`src/rtc_defs.vh`:
```
// constants for the clock-calendar value registers
// assumes a word-indexed plain register port with 16-bit data
`ifndef RTC_DEFS_VH
`define RTC_DEFS_VH

// =====================================================
// register word offsets
`define RTC_OFS_CTRL 4'h0
`define RTC_OFS_ACFG 4'h1
`define RTC_OFS_TWIN 4'h2
`define RTC_OFS_AWIN 4'h3

// =====================================================
// control and alarm-config fields
`define RTC_UNLOCK_BIT 13
`define RTC_PTR_HI 9
`define RTC_PTR_LO 8
`define RTC_UNLOCK_RST 1'b0
`define RTC_PTR_RST 2'h0
`define RTC_RDATA_RST 16'h0000

// =====================================================
// window pointer codes
`define RTC_PTR_MINSEC 2'h0
`define RTC_PTR_WDHR 2'h1
`define RTC_PTR_MODAY 2'h2
`define RTC_PTR_YEAR 2'h3

// =====================================================
// value field positions
`define RTC_HT_HI 7
`define RTC_HT_LO 4
`define RTC_LO_HI 3
`define RTC_LO_LO 0
`define RTC_MOT_BIT 12
`define RTC_MOO_HI 11
`define RTC_MOO_LO 8
`define RTC_D2_HI 5
`define RTC_D2_LO 4
`define RTC_WD_HI 10
`define RTC_WD_LO 8
`define RTC_MNT_HI 14
`define RTC_MNT_LO 12
`define RTC_MNO_HI 11
`define RTC_MNO_LO 8
`define RTC_ST_HI 6
`define RTC_ST_LO 4

`endif

```
`src/rtc_value_regs.v`:
```
// clock-calendar time and alarm value registers behind a word port
// assumes sec_tick_i is a one-cycle pulse from logic on mclk_i
//
// Strobed register access and the register addresses were decided locally.
`timescale 1ns/1ps
`default_nettype none
`include "rtc_defs.vh"

// Function
// - pointer 11 shows year BCD tens 7-4, ones 3-0, upper byte zero
// - pointer 10 shows month tens bit 12, ones 11-8, read-only
// - day of month tens in bits 5-4, ones 3-0, writable
// - pointer 01 shows weekday 0 to 6 in bits 10-8
// - hour tens in bits 5-4, ones in bits 3-0
// - pointer 00 shows minute tens 14-12, ones 11-8
// - second tens in bits 6-4, ones in bits 3-0
// - year writes only taken while write unlock is one
// - month/day and weekday/hours writes, both windows, need unlock
// - unimplemented value bits read zero and ignore writes
// - alarm pointer 10 holds writable alarm month and day digits
// - alarm pointer 01 holds writable alarm weekday and hour digits
// - time pointer decrements on each window access, holds at 00
// - alarm pointer decrements on each window access, holds at 00
// - alarm pointer 00 holds alarm minutes/seconds, time layout
// - software sets unlock before writing; clearing it locks again
module rtc_value_regs (
    input wire mclk_i,
    input wire resetn_i,
    input wire [3:0] addr_i,
    input wire [15:0] wdata_i,
    input wire wr_i,
    input wire rd_i,
    input wire sec_tick_i,
    output reg [15:0] rdata_o
);

// =====================================================
// control state
reg time_write_unlock_q;
reg [1:0] time_window_pointer_q;
reg [1:0] alarm_window_pointer_q;

// =====================================================
// time value fields
reg [3:0] year_tens_digit_q;
reg [3:0] year_ones_digit_q;
reg month_tens_digit_q;
reg [3:0] month_ones_digit_q;
reg [1:0] date_tens_digit_q;
reg [3:0] date_ones_digit_q;
reg [2:0] day_of_week_value_q;
reg [1:0] hour_tens_digit_q;
reg [3:0] hour_ones_digit_q;
reg [2:0] minute_tens_digit_q;
reg [3:0] minute_ones_digit_q;
reg [2:0] second_tens_digit_q;
reg [3:0] second_ones_digit_q;

// =====================================================
// alarm value fields
reg alarm_month_tens_q;
reg [3:0] alarm_month_ones_q;
reg [1:0] alarm_date_tens_q;
reg [3:0] alarm_date_ones_q;
reg [2:0] alarm_day_of_week_q;
reg [1:0] alarm_hour_tens_q;
reg [3:0] alarm_hour_ones_q;
reg [2:0] alarm_minute_tens_q;
reg [3:0] alarm_minute_ones_q;
reg [2:0] alarm_second_tens_q;
reg [3:0] alarm_second_ones_q;

reg [15:0] rdata_d;

// =====================================================
// access decode
wire wr_ctrl = wr_i && (addr_i == `RTC_OFS_CTRL);
wire wr_acfg = wr_i && (addr_i == `RTC_OFS_ACFG);
wire wr_twin = wr_i && (addr_i == `RTC_OFS_TWIN);
wire rd_twin = rd_i && (addr_i == `RTC_OFS_TWIN);
wire wr_awin = wr_i && (addr_i == `RTC_OFS_AWIN);
wire rd_awin = rd_i && (addr_i == `RTC_OFS_AWIN);

wire wr_year = wr_twin && time_write_unlock_q &&
    (time_window_pointer_q == `RTC_PTR_YEAR);
wire wr_moday = wr_twin && time_write_unlock_q &&
    (time_window_pointer_q == `RTC_PTR_MODAY);
wire wr_wdhr = wr_twin && time_write_unlock_q &&
    (time_window_pointer_q == `RTC_PTR_WDHR);
wire wr_minsec = wr_twin &&
    (time_window_pointer_q == `RTC_PTR_MINSEC);
wire wr_amoday = wr_awin && time_write_unlock_q &&
    (alarm_window_pointer_q == `RTC_PTR_MODAY);
wire wr_awdhr = wr_awin && time_write_unlock_q &&
    (alarm_window_pointer_q == `RTC_PTR_WDHR);
wire wr_aminsec = wr_awin &&
    (alarm_window_pointer_q == `RTC_PTR_MINSEC);

// =====================================================
// carry chain
// wrap points of each pair
wire sec_wrap = (second_tens_digit_q == 3'h5) &&
    (second_ones_digit_q == 4'h9);
wire min_wrap = (minute_tens_digit_q == 3'h5) &&
    (minute_ones_digit_q == 4'h9);
wire hour_wrap = (hour_tens_digit_q == 2'h2) &&
    (hour_ones_digit_q == 4'h3);
wire day_of_week_value_wrap = (day_of_week_value_q == 3'h6);
wire mon_wrap = month_tens_digit_q &&
    (month_ones_digit_q == 4'h2);
wire year_wrap = (year_tens_digit_q == 4'h9) &&
    (year_ones_digit_q == 4'h9);

// year divisible by four: tens even with ones 0,4,8, or odd with 2,6
wire leap = year_tens_digit_q[0] ?
    (year_ones_digit_q == 4'h2 || year_ones_digit_q == 4'h6) :
    (year_ones_digit_q == 4'h0 || year_ones_digit_q == 4'h4 ||
     year_ones_digit_q == 4'h8);

reg [5:0] last_day;
always @* begin
    last_day = 6'h31;
    if (!month_tens_digit_q) begin
        case (month_ones_digit_q)
            4'h2: begin
                last_day = leap ? 6'h29 : 6'h28;
            end
            4'h4, 4'h6, 4'h9: begin
                last_day = 6'h30;
            end
            default: begin
                last_day = 6'h31;
            end
        endcase
    end else if (month_ones_digit_q == 4'h1) begin
        last_day = 6'h30;
    end
end

// compares BCD packed day against BCD last day
wire date_wrap = ({date_tens_digit_q, date_ones_digit_q} == last_day);

wire c_sec = sec_tick_i;
wire c_min = c_sec && sec_wrap;
wire c_hour = c_min && min_wrap;
wire c_day = c_hour && hour_wrap;
wire c_mon = c_day && date_wrap;
wire c_year = c_mon && mon_wrap;

// =====================================================
// control registers
always @(posedge mclk_i or negedge resetn_i) begin
    if (!resetn_i) begin
        time_write_unlock_q <= `RTC_UNLOCK_RST;
        time_window_pointer_q <= `RTC_PTR_RST;
        alarm_window_pointer_q <= `RTC_PTR_RST;
    end else begin
        // unlock set and cleared by software
        if (wr_ctrl) begin
            time_write_unlock_q <= wdata_i[`RTC_UNLOCK_BIT];
        end
        if (wr_ctrl) begin
            time_window_pointer_q <= wdata_i[`RTC_PTR_HI:`RTC_PTR_LO];
        end else if ((wr_twin || rd_twin) &&
                     time_window_pointer_q != `RTC_PTR_MINSEC) begin
            time_window_pointer_q <= time_window_pointer_q - 2'h1;
        end
        if (wr_acfg) begin
            alarm_window_pointer_q <= wdata_i[`RTC_PTR_HI:`RTC_PTR_LO];
        end else if ((wr_awin || rd_awin) &&
                     alarm_window_pointer_q != `RTC_PTR_MINSEC) begin
            alarm_window_pointer_q <= alarm_window_pointer_q - 2'h1;
        end
    end
end

// =====================================================
// running time fields
// no reset on value storage, contents unknown until loaded
// a software write in the same cycle as a carry wins over the carry
always @(posedge mclk_i) begin
    if (wr_minsec) begin
        second_tens_digit_q <= wdata_i[`RTC_ST_HI:`RTC_ST_LO];
        second_ones_digit_q <= wdata_i[`RTC_LO_HI:`RTC_LO_LO];
    end else if (c_sec) begin
        if (second_ones_digit_q == 4'h9) begin
            second_ones_digit_q <= 4'h0;
            second_tens_digit_q <= sec_wrap ? 3'h0 :
                second_tens_digit_q + 3'h1;
        end else begin
            second_ones_digit_q <= second_ones_digit_q + 4'h1;
        end
    end
    if (wr_minsec) begin
        minute_tens_digit_q <= wdata_i[`RTC_MNT_HI:`RTC_MNT_LO];
        minute_ones_digit_q <= wdata_i[`RTC_MNO_HI:`RTC_MNO_LO];
    end else if (c_min) begin
        if (minute_ones_digit_q == 4'h9) begin
            minute_ones_digit_q <= 4'h0;
            minute_tens_digit_q <= min_wrap ? 3'h0 :
                minute_tens_digit_q + 3'h1;
        end else begin
            minute_ones_digit_q <= minute_ones_digit_q + 4'h1;
        end
    end
    if (wr_wdhr) begin
        hour_tens_digit_q <= wdata_i[`RTC_D2_HI:`RTC_D2_LO];
        hour_ones_digit_q <= wdata_i[`RTC_LO_HI:`RTC_LO_LO];
    end else if (c_hour) begin
        if (hour_wrap) begin
            hour_tens_digit_q <= 2'h0;
            hour_ones_digit_q <= 4'h0;
        end else if (hour_ones_digit_q == 4'h9) begin
            hour_ones_digit_q <= 4'h0;
            hour_tens_digit_q <= hour_tens_digit_q + 2'h1;
        end else begin
            hour_ones_digit_q <= hour_ones_digit_q + 4'h1;
        end
    end
    if (wr_wdhr) begin
        day_of_week_value_q <= wdata_i[`RTC_WD_HI:`RTC_WD_LO];
    end else if (c_day) begin
        day_of_week_value_q <= day_of_week_value_wrap ? 3'h0 :
            day_of_week_value_q + 3'h1;
    end
    // day of month, 01 to last day
    if (wr_moday) begin
        date_tens_digit_q <= wdata_i[`RTC_D2_HI:`RTC_D2_LO];
        date_ones_digit_q <= wdata_i[`RTC_LO_HI:`RTC_LO_LO];
    end else if (c_day) begin
        if (date_wrap) begin
            date_tens_digit_q <= 2'h0;
            date_ones_digit_q <= 4'h1;
        end else if (date_ones_digit_q == 4'h9) begin
            date_ones_digit_q <= 4'h0;
            date_tens_digit_q <= date_tens_digit_q + 2'h1;
        end else begin
            date_ones_digit_q <= date_ones_digit_q + 4'h1;
        end
    end
    if (c_mon) begin
        if (mon_wrap) begin
            month_tens_digit_q <= 1'b0;
            month_ones_digit_q <= 4'h1;
        end else if (month_ones_digit_q == 4'h9) begin
            month_tens_digit_q <= 1'b1;
            month_ones_digit_q <= 4'h0;
        end else begin
            month_ones_digit_q <= month_ones_digit_q + 4'h1;
        end
    end
    if (wr_year) begin
        year_tens_digit_q <= wdata_i[`RTC_HT_HI:`RTC_HT_LO];
        year_ones_digit_q <= wdata_i[`RTC_LO_HI:`RTC_LO_LO];
    end else if (c_year) begin
        if (year_wrap) begin
            year_tens_digit_q <= 4'h0;
            year_ones_digit_q <= 4'h0;
        end else if (year_ones_digit_q == 4'h9) begin
            year_ones_digit_q <= 4'h0;
            year_tens_digit_q <= year_tens_digit_q + 4'h1;
        end else begin
            year_ones_digit_q <= year_ones_digit_q + 4'h1;
        end
    end
end

// =====================================================
// alarm fields, software written only
always @(posedge mclk_i) begin
    if (wr_amoday) begin
        alarm_month_tens_q <= wdata_i[`RTC_MOT_BIT];
        alarm_month_ones_q <= wdata_i[`RTC_MOO_HI:`RTC_MOO_LO];
        alarm_date_tens_q <= wdata_i[`RTC_D2_HI:`RTC_D2_LO];
        alarm_date_ones_q <= wdata_i[`RTC_LO_HI:`RTC_LO_LO];
    end
    if (wr_awdhr) begin
        alarm_day_of_week_q <= wdata_i[`RTC_WD_HI:`RTC_WD_LO];
        alarm_hour_tens_q <= wdata_i[`RTC_D2_HI:`RTC_D2_LO];
        alarm_hour_ones_q <= wdata_i[`RTC_LO_HI:`RTC_LO_LO];
    end
    if (wr_aminsec) begin
        alarm_minute_tens_q <= wdata_i[`RTC_MNT_HI:`RTC_MNT_LO];
        alarm_minute_ones_q <= wdata_i[`RTC_MNO_HI:`RTC_MNO_LO];
        alarm_second_tens_q <= wdata_i[`RTC_ST_HI:`RTC_ST_LO];
        alarm_second_ones_q <= wdata_i[`RTC_LO_HI:`RTC_LO_LO];
    end
end

// =====================================================
// read mux
// unused positions are zero from the default assignment or zero-filled by concatenation
always @* begin
    rdata_d = 16'h0000;
    case (addr_i)
        `RTC_OFS_CTRL: begin
            rdata_d[`RTC_UNLOCK_BIT] = time_write_unlock_q;
            rdata_d[`RTC_PTR_HI:`RTC_PTR_LO] = time_window_pointer_q;
        end
        `RTC_OFS_ACFG: begin
            rdata_d[`RTC_PTR_HI:`RTC_PTR_LO] = alarm_window_pointer_q;
        end
        `RTC_OFS_TWIN: begin
            case (time_window_pointer_q)
                `RTC_PTR_YEAR: begin
                    rdata_d = {8'h00, year_tens_digit_q, year_ones_digit_q};
                end
                `RTC_PTR_MODAY: begin
                    rdata_d = {3'h0, month_tens_digit_q, month_ones_digit_q,
                        2'h0, date_tens_digit_q, date_ones_digit_q};
                end
                `RTC_PTR_WDHR: begin
                    rdata_d = {5'h00, day_of_week_value_q,
                        2'h0, hour_tens_digit_q, hour_ones_digit_q};
                end
                default: begin
                    rdata_d = {1'b0, minute_tens_digit_q, minute_ones_digit_q,
                        1'b0, second_tens_digit_q, second_ones_digit_q};
                end
            endcase
        end
        `RTC_OFS_AWIN: begin
            case (alarm_window_pointer_q)
                `RTC_PTR_MODAY: begin
                    rdata_d = {3'h0, alarm_month_tens_q, alarm_month_ones_q,
                        2'h0, alarm_date_tens_q, alarm_date_ones_q};
                end
                `RTC_PTR_WDHR: begin
                    rdata_d = {5'h00, alarm_day_of_week_q,
                        2'h0, alarm_hour_tens_q, alarm_hour_ones_q};
                end
                `RTC_PTR_MINSEC: begin
                    rdata_d = {1'b0, alarm_minute_tens_q, alarm_minute_ones_q,
                        1'b0, alarm_second_tens_q, alarm_second_ones_q};
                end
                default: begin
                    rdata_d = 16'h0000;
                end
            endcase
        end
        default: begin
            rdata_d = 16'h0000;
        end
    endcase
end

// read data stands only in the cycle after the strobe
always @(posedge mclk_i or negedge resetn_i) begin
    if (!resetn_i) begin
        rdata_o <= `RTC_RDATA_RST;
    end else if (rd_i) begin
        rdata_o <= rdata_d;
    end else begin
        rdata_o <= 16'h0000;
    end
end

endmodule
`default_nettype wire

```
`config.mk`:
```
export PLATFORM = sky130hd
export DESIGN_NAME = rtc_value_regs
export DESIGN_NICKNAME = d
export VERILOG_FILES = /design/src/rtc_value_regs.v
export VERILOG_INCLUDE_DIRS = /design/src
export SDC_FILE = /design/constraint.sdc
export NUM_CORES = 1
export LEC_CHECK = 0
export BUFFER_PORTS_ARGS = -buffer_cell sky130_fd_sc_hd__buf_4
export CELL_PAD_IN_SITES_DETAIL_PLACEMENT = 1
export CELL_PAD_IN_SITES_GLOBAL_PLACEMENT = 2
export CORE_MARGIN = 8
export CORE_UTILIZATION = 35
export DETAILED_ROUTE_END_ITERATION = 12
export HOLD_SLACK_MARGIN = 0.06
export PLACE_DENSITY = 0.69
export SYNTH_ARGS = -nofsm -noshare
export SYNTH_HDL_FRONTEND = slang
export SYNTH_SLANG_ARGS = --single-unit
```
`constraint.sdc`:
```
create_clock -name mclk_i -period 7.3 [get_ports mclk_i]
set_clock_uncertainty 0.15 [all_clocks]
set_input_delay 0.365 -clock mclk_i [delete_from_list [all_inputs] [get_ports mclk_i]]
set_output_delay 0.365 -clock mclk_i [all_outputs]
set_load 0.01 [all_outputs]
```
### Yosys cells after proc, flatten, opt, wreduce, memory -nomap -nowiden

Cells that the tools add are included.

* output and inout port bits: 16
* bits of input ports: 25
* register bits after elaboration: 97

* $add $sub $neg: 14
* reduce and logical (&&, ||, !) cells: 60
* equality and inequality tests: 29
* multiplexer cells: 60

Operator list (number)
* $pmux W15 S3: 2
* $mux W4: 22
* $mux W3: 11
* $eq A4 B4 Y1 const B: 8
* $add A4 B1 Y4 const B: 7
* $logic_and A1 B1 Y1: 27
* $reduce_bool A2 Y1: 13
* $mux W2: 12
* $eq A4 B2 Y1 const B: 5
* $eq A4 B3 Y1 const B: 4
* $mux W16: 1
* $pmux W8 S2: 1
* $reduce_and A2 Y1: 6
* $pmux W5 S2: 1
* $add A3 B1 Y3 const B: 3
* $eq A3 B3 Y1 const B: 3
* $reduce_bool A3 Y1: 3
* $eq A2 B2 Y1 const B: 4
* $eq A4 B1 Y1 const B: 2
* $logic_not A4 Y1: 2
* $pmux W2 S4: 1
* $eq A6 B6 Y1: 1
* $mux W6: 1
* $pmux W3 S2: 1
* other kinds (10): 22

### Longest topological paths before layout

* depth after elaboration: 12
* mapped depth: 8
* mapped depth without buffers: 7

### Worst setup path after synthesis

No wires, ideal clock.

* path type: register to register
* start: register month_ones_digit_q[0]
* end: register year_ones_digit_q[0] (enable)
* arrival: 2.190 ns
* required time: 6.777 ns
* stages on the path, launching flop included: 9
* library setup time: 0.373 ns
* buffers on the path: 1
* period minus slack after synthesis: 2.713 ns
* setup slack: 4.587 ns
* path through: edfxtp_1 -> inv_1 -> ha_1 -> nor4b_4 -> and3b_1 -> o211ai_1 -> or3_4 -> buf_6 -> o31ai_1

* longest elaborated chain between the ends: 8

RTL lines
* start: declaration: line rtc_value_regs.v:48 `reg [3:0] month_ones_digit_q;`
* start signal: assignment: line rtc_value_regs.v:249 `month_ones_digit_q <= month_ones_digit_q + 4'h1;`
* $eq A4 B4 Y1 / $eq A4 B3 Y1 (equally long branches): line rtc_value_regs.v:124 `case (month_ones_digit_q)`
* $reduce_or A3 Y1: line rtc_value_regs.v:124
* $pmux W5 S2: line rtc_value_regs.v:124
* $mux W6: line rtc_value_regs.v:123 `if (!month_tens_digit_q) begin`
* $eq A6 B6 Y1: line rtc_value_regs.v:141 `wire date_wrap = ({date_tens_digit_q, date_ones_digit_q} == last_day);`
* $logic_and A1 B1 Y1: line rtc_value_regs.v:147 `wire c_mon = c_day && date_wrap;`
* $logic_and A1 B1 Y1 (*): line rtc_value_regs.v:148 `wire c_year = c_mon && mon_wrap;`
* $reduce_bool A2 Y1 (no line) (*)
* end signal: assignment: line rtc_value_regs.v:254 `` year_ones_digit_q <= wdata_i[`RTC_LO_HI:`RTC_LO_LO]; ``
* end signal: assignment: line rtc_value_regs.v:263 `year_ones_digit_q <= year_ones_digit_q + 4'h1;`
* end: declaration: line rtc_value_regs.v:46 `reg [3:0] year_ones_digit_q;`

Every way passes the cells marked *; elsewhere a longest branch is shown, timed or not.
A chain may end at the register's enable or synchronous reset.

### Worst setup path in the final report

* start: register month_ones_digit_q[0]
* end: register year_ones_digit_q[3] (enable)

Same word-level chain as after synthesis.

==> results.py <==
metrics = {
    "synth": {
        "synth_cell_types": 60,
        "syn_inst": 463,
        "synth_top_cell_area_share_pct": 44.06,
        "synthArstFlopShare_pct": 20.83,
        "synth_nets": 511,
        "yosysSeqAreaShare_pct": 53.72,
        "yosysMostFrequentCell": "edfxtp_1",
        "synth.cell_area_mm2": 0.005180,
        "ys.flop_type": "edfxtp_1",
        "yosysWarnings": 0,
        "synth_seq_cells": 96,
        "yosysTopAreaCell": "edfxtp_1",
        "synthTopCellsByCount": "edfxtp_1, nand2_1, nor2_1",
        "synth.area.top_cells": "edfxtp_1, dfrtp_1, ha_1",
        "synth.avg_cell_area_um2": 11.19,
        "synth_edf_count": 76,
    },
    "clocking": {
        "cts_buffer_depth": 2,
        "clk_pin_slew_ps": 70,
        "cts_resized": 0,
        "post_cts_buffers": 0,
        "numCtsBuffers": 9,
        "cts_sinks": 96,
        "cts_root_buf": "clkbuf_16",
        "cts.htree.levels": 3,
        "cts_tree": "done",
        "clk_latency_ps": 350,
    },
    "cells_and_area": {
        "largest_register_ffs": 15,
        "final_cells": 680,
        "antenna_cells": 0,
        "final_util_pct": 40.55,
        "final_layout_size_suffix_gt1_share_pct": 13.31,
        "area_growth_pct": 13.33,
        "fin_nets": 539,
        "largest_register": "rdata_o",
    },
    "power": {
        "p_leak_nw": 2.256,
        "p_per_area_mw_per_mm2": 245.2,
        "combinationalPowerShare_pct": 24.0,
        "switching_share_pct": 31.70,
        "p_int_w": 0.0009831,
        "seq_power_share_pct": 44.4,
        "clockPowerShare_pct": 31.5,
        "power.switching_w": 0.0004563,
        "finalPower_w": 0.001439,
        "ir_drop_mv": 0.1269,
    },
    "sta": {
        "maxSlewHeadroom_pct": 28.05,
        "final.setup.tns_ps": 0,
        "tightestPinTransition_ps": 1079,
        "hold_viol": 0,
        "grt_setup_unrepaired": "no",
        "fin_crit_ps": 3200,
        "finalSetupViolations": 0,
        "slew_violations": 0,
        "period_share_pct": 43.84,
        "max_freq_ghz": 0.3125,
    },
    "placement": {
        "dpl.hpwl_um": 10860,
        "portBuffers": 38,
        "place.gp.congestion": 0.8347,
        "dpl.cell_count": 659,
    },
    "routing": {
        "vias": 3849,
        "drtIter0Drc": 321,
        "drt_first_pass_iters": 6,
        "drc": 0,
        "wl_per_cell_um": 21.73,
        "via_per_inst": 5.660,
        "ant_nets": 0,
        "wirelength_um": 14770,
    },
    "min_path": {
        "hp-start": "wdata_i[6]",
        "hold_path.class": "input port to register",
    },
    "floorplan": {
        "die_w_um": 137.7,
        "rows": 44,
        "dieArea_mm2": 0.01895,
        "core_area_mm2": 0.01448,
        "ios": 41,
        "die-height_um": 137.7,
        "initial_core_util_pct": 35.78,
    },
    "global_route": {
        "grt_pass1_vias": 3938,
        "antenna_found_initial": 0,
        "grt_pass1_wl_um": 23200,
        "grt_max_degree": 27,
        "overflow": 0,
        "grt_use_total_pct": 16.45,
    },
    "run": {
        "timing.max_cap.violations": 0,
    },
    "worst_setup_path": {
        "crit_start": "month_ones_digit_q[0]$_SDFFCE_PP1P_",
        "end_kind": "register",
        "cp_data_required_time_ps": 7120,
        "r2r-start": "month_ones_digit_q[0]$_SDFFCE_PP1P_",
        "critPathKind": "register to register",
        "arrival_ps": 3020,
        "critPathLaunchType": "register",
        "worst-path-max-fanout": 11,
    },
    "status": {
        "status": "finished clean",
    },
}
[final timing paths]
kind	end	slack, ps	depth (start not counted)
max in group asynchronous	rdata_o[4]$_DFF_PN0_	6500	2
hold reg to reg	rdata_o[13]$_DFF_PN0_	360	2
hold / removal	alarm_second_tens_q[2]$_DFFE_PP_	90	1
setup reg to reg	year_ones_digit_q[3]$_DFFE_PP_	4100	7
setup / recovery	year_ones_digit_q[3]$_DFFE_PP_	4100	7
min in group asynchronous	time_window_pointer_q[0]$_DFFE_PN0P_	280	2
[logic make-up after synthesis]
| group | count (synthesis) | synth area share (%) |
|---|---|---|
| buf+inv | 49 | 4.589 |
| flops | 96 | 53.72 |
| other cells | 1 | 0.07239 |
| simple gates | 150 | 15.43 |
| fa+ha+maj | 23 | 5.556 |
| compound gates | 115 | 15.29 |
| xor+xnor | 14 | 2.367 |
| mux | 15 | 2.971 |
[worst max-delay path: stages, from the launching register on]
cell and delay [ps]:
edfxtp_1 470, inv_1 140, ha_1 260, nor4b_4 250, and3b_1 190, o211ai_1 90, or3_4 470, o31ai_1 800
[stage by stage]
| stage | worst slack (ps) | hold slack (ps) | instance area, um2 |
|---|---|---|---|
| floorplan | 4587 | -80.59 | 5180 |
| global placement | 4138 | 116.4 | 5544 |
| detailed placement | 4094 | 119.2 | 5544 |
| CTS | 4070 | 75.02 | 5871 |
| global route | 3890 | 75.44 | 5871 |
| finish | 4100 | 85.28 | 5871 |
[cell type report]
| class | count | area [um2] |
|---|---|---|
| clock inverter | 4 | 30.03 |
| tap | 184 | 230.2 |
| clock buffer | 12 | 246.5 |
| timing repair buffer | 43 | 335.3 |
| fill | 1597 | 8608 |
| inverter | 23 | 86.33 |
| sequential | 96 | 2783 |
| multi-input combinational | 318 | 2160 |
[power groups by stage]
stage                     combinational, W  clock [W]  sequential (W)
after floorplan                   0.000230          0        0.000644
after global placement            0.000343          0        0.000650
after detailed placement          0.000349          0        0.000651
after CTS                         0.000355   0.000467        0.000640
after global routing              0.000385   0.000486        0.000644
final                             0.000346   0.000454        0.000640
[what timing repair did]
item	in CTS	in global routing
hold buffers	5	0
hold endpoints to repair	26	0
setup endpoints to repair	0	0
[routing by layer]
layer	up-vias	wire, um	GRT usage, %
li1	1791	-	-
met1	1926	6713	21.81
met2	113	6879	25.87
met3	19	906	3.647
met4	0	276	5.733
met5	-	0	0
[cell usage in the layout (no fill, tap or decap), types with 3 or more instances in the layout]
cell type / count
a21oi_1: 28
a221oi_1: 3
a222oi_1: 15
a22oi_1: 7
a31oi_1: 3
and2_1: 15
and3_1: 4
buf_4: 38
clkbuf_16: 9
dfrtp_1: 20
dlygate4sd3_1: 5
edfxtp_1: 76
ha_1: 23
inv_1: 23
mux2_2: 3
mux2i_1: 12
nand2_1: 40
nand2b_1: 5
nand3_1: 11
nand3b_1: 4
nand4_1: 4
nor2_1: 39
nor2b_1: 4
nor3_1: 4
o211ai_1: 3
o21ai_0: 20
o22ai_1: 15
o31ai_1: 5
or3_1: 3
xnor2_1: 10
xor2_1: 4
(Power assumes the default switching activity.)
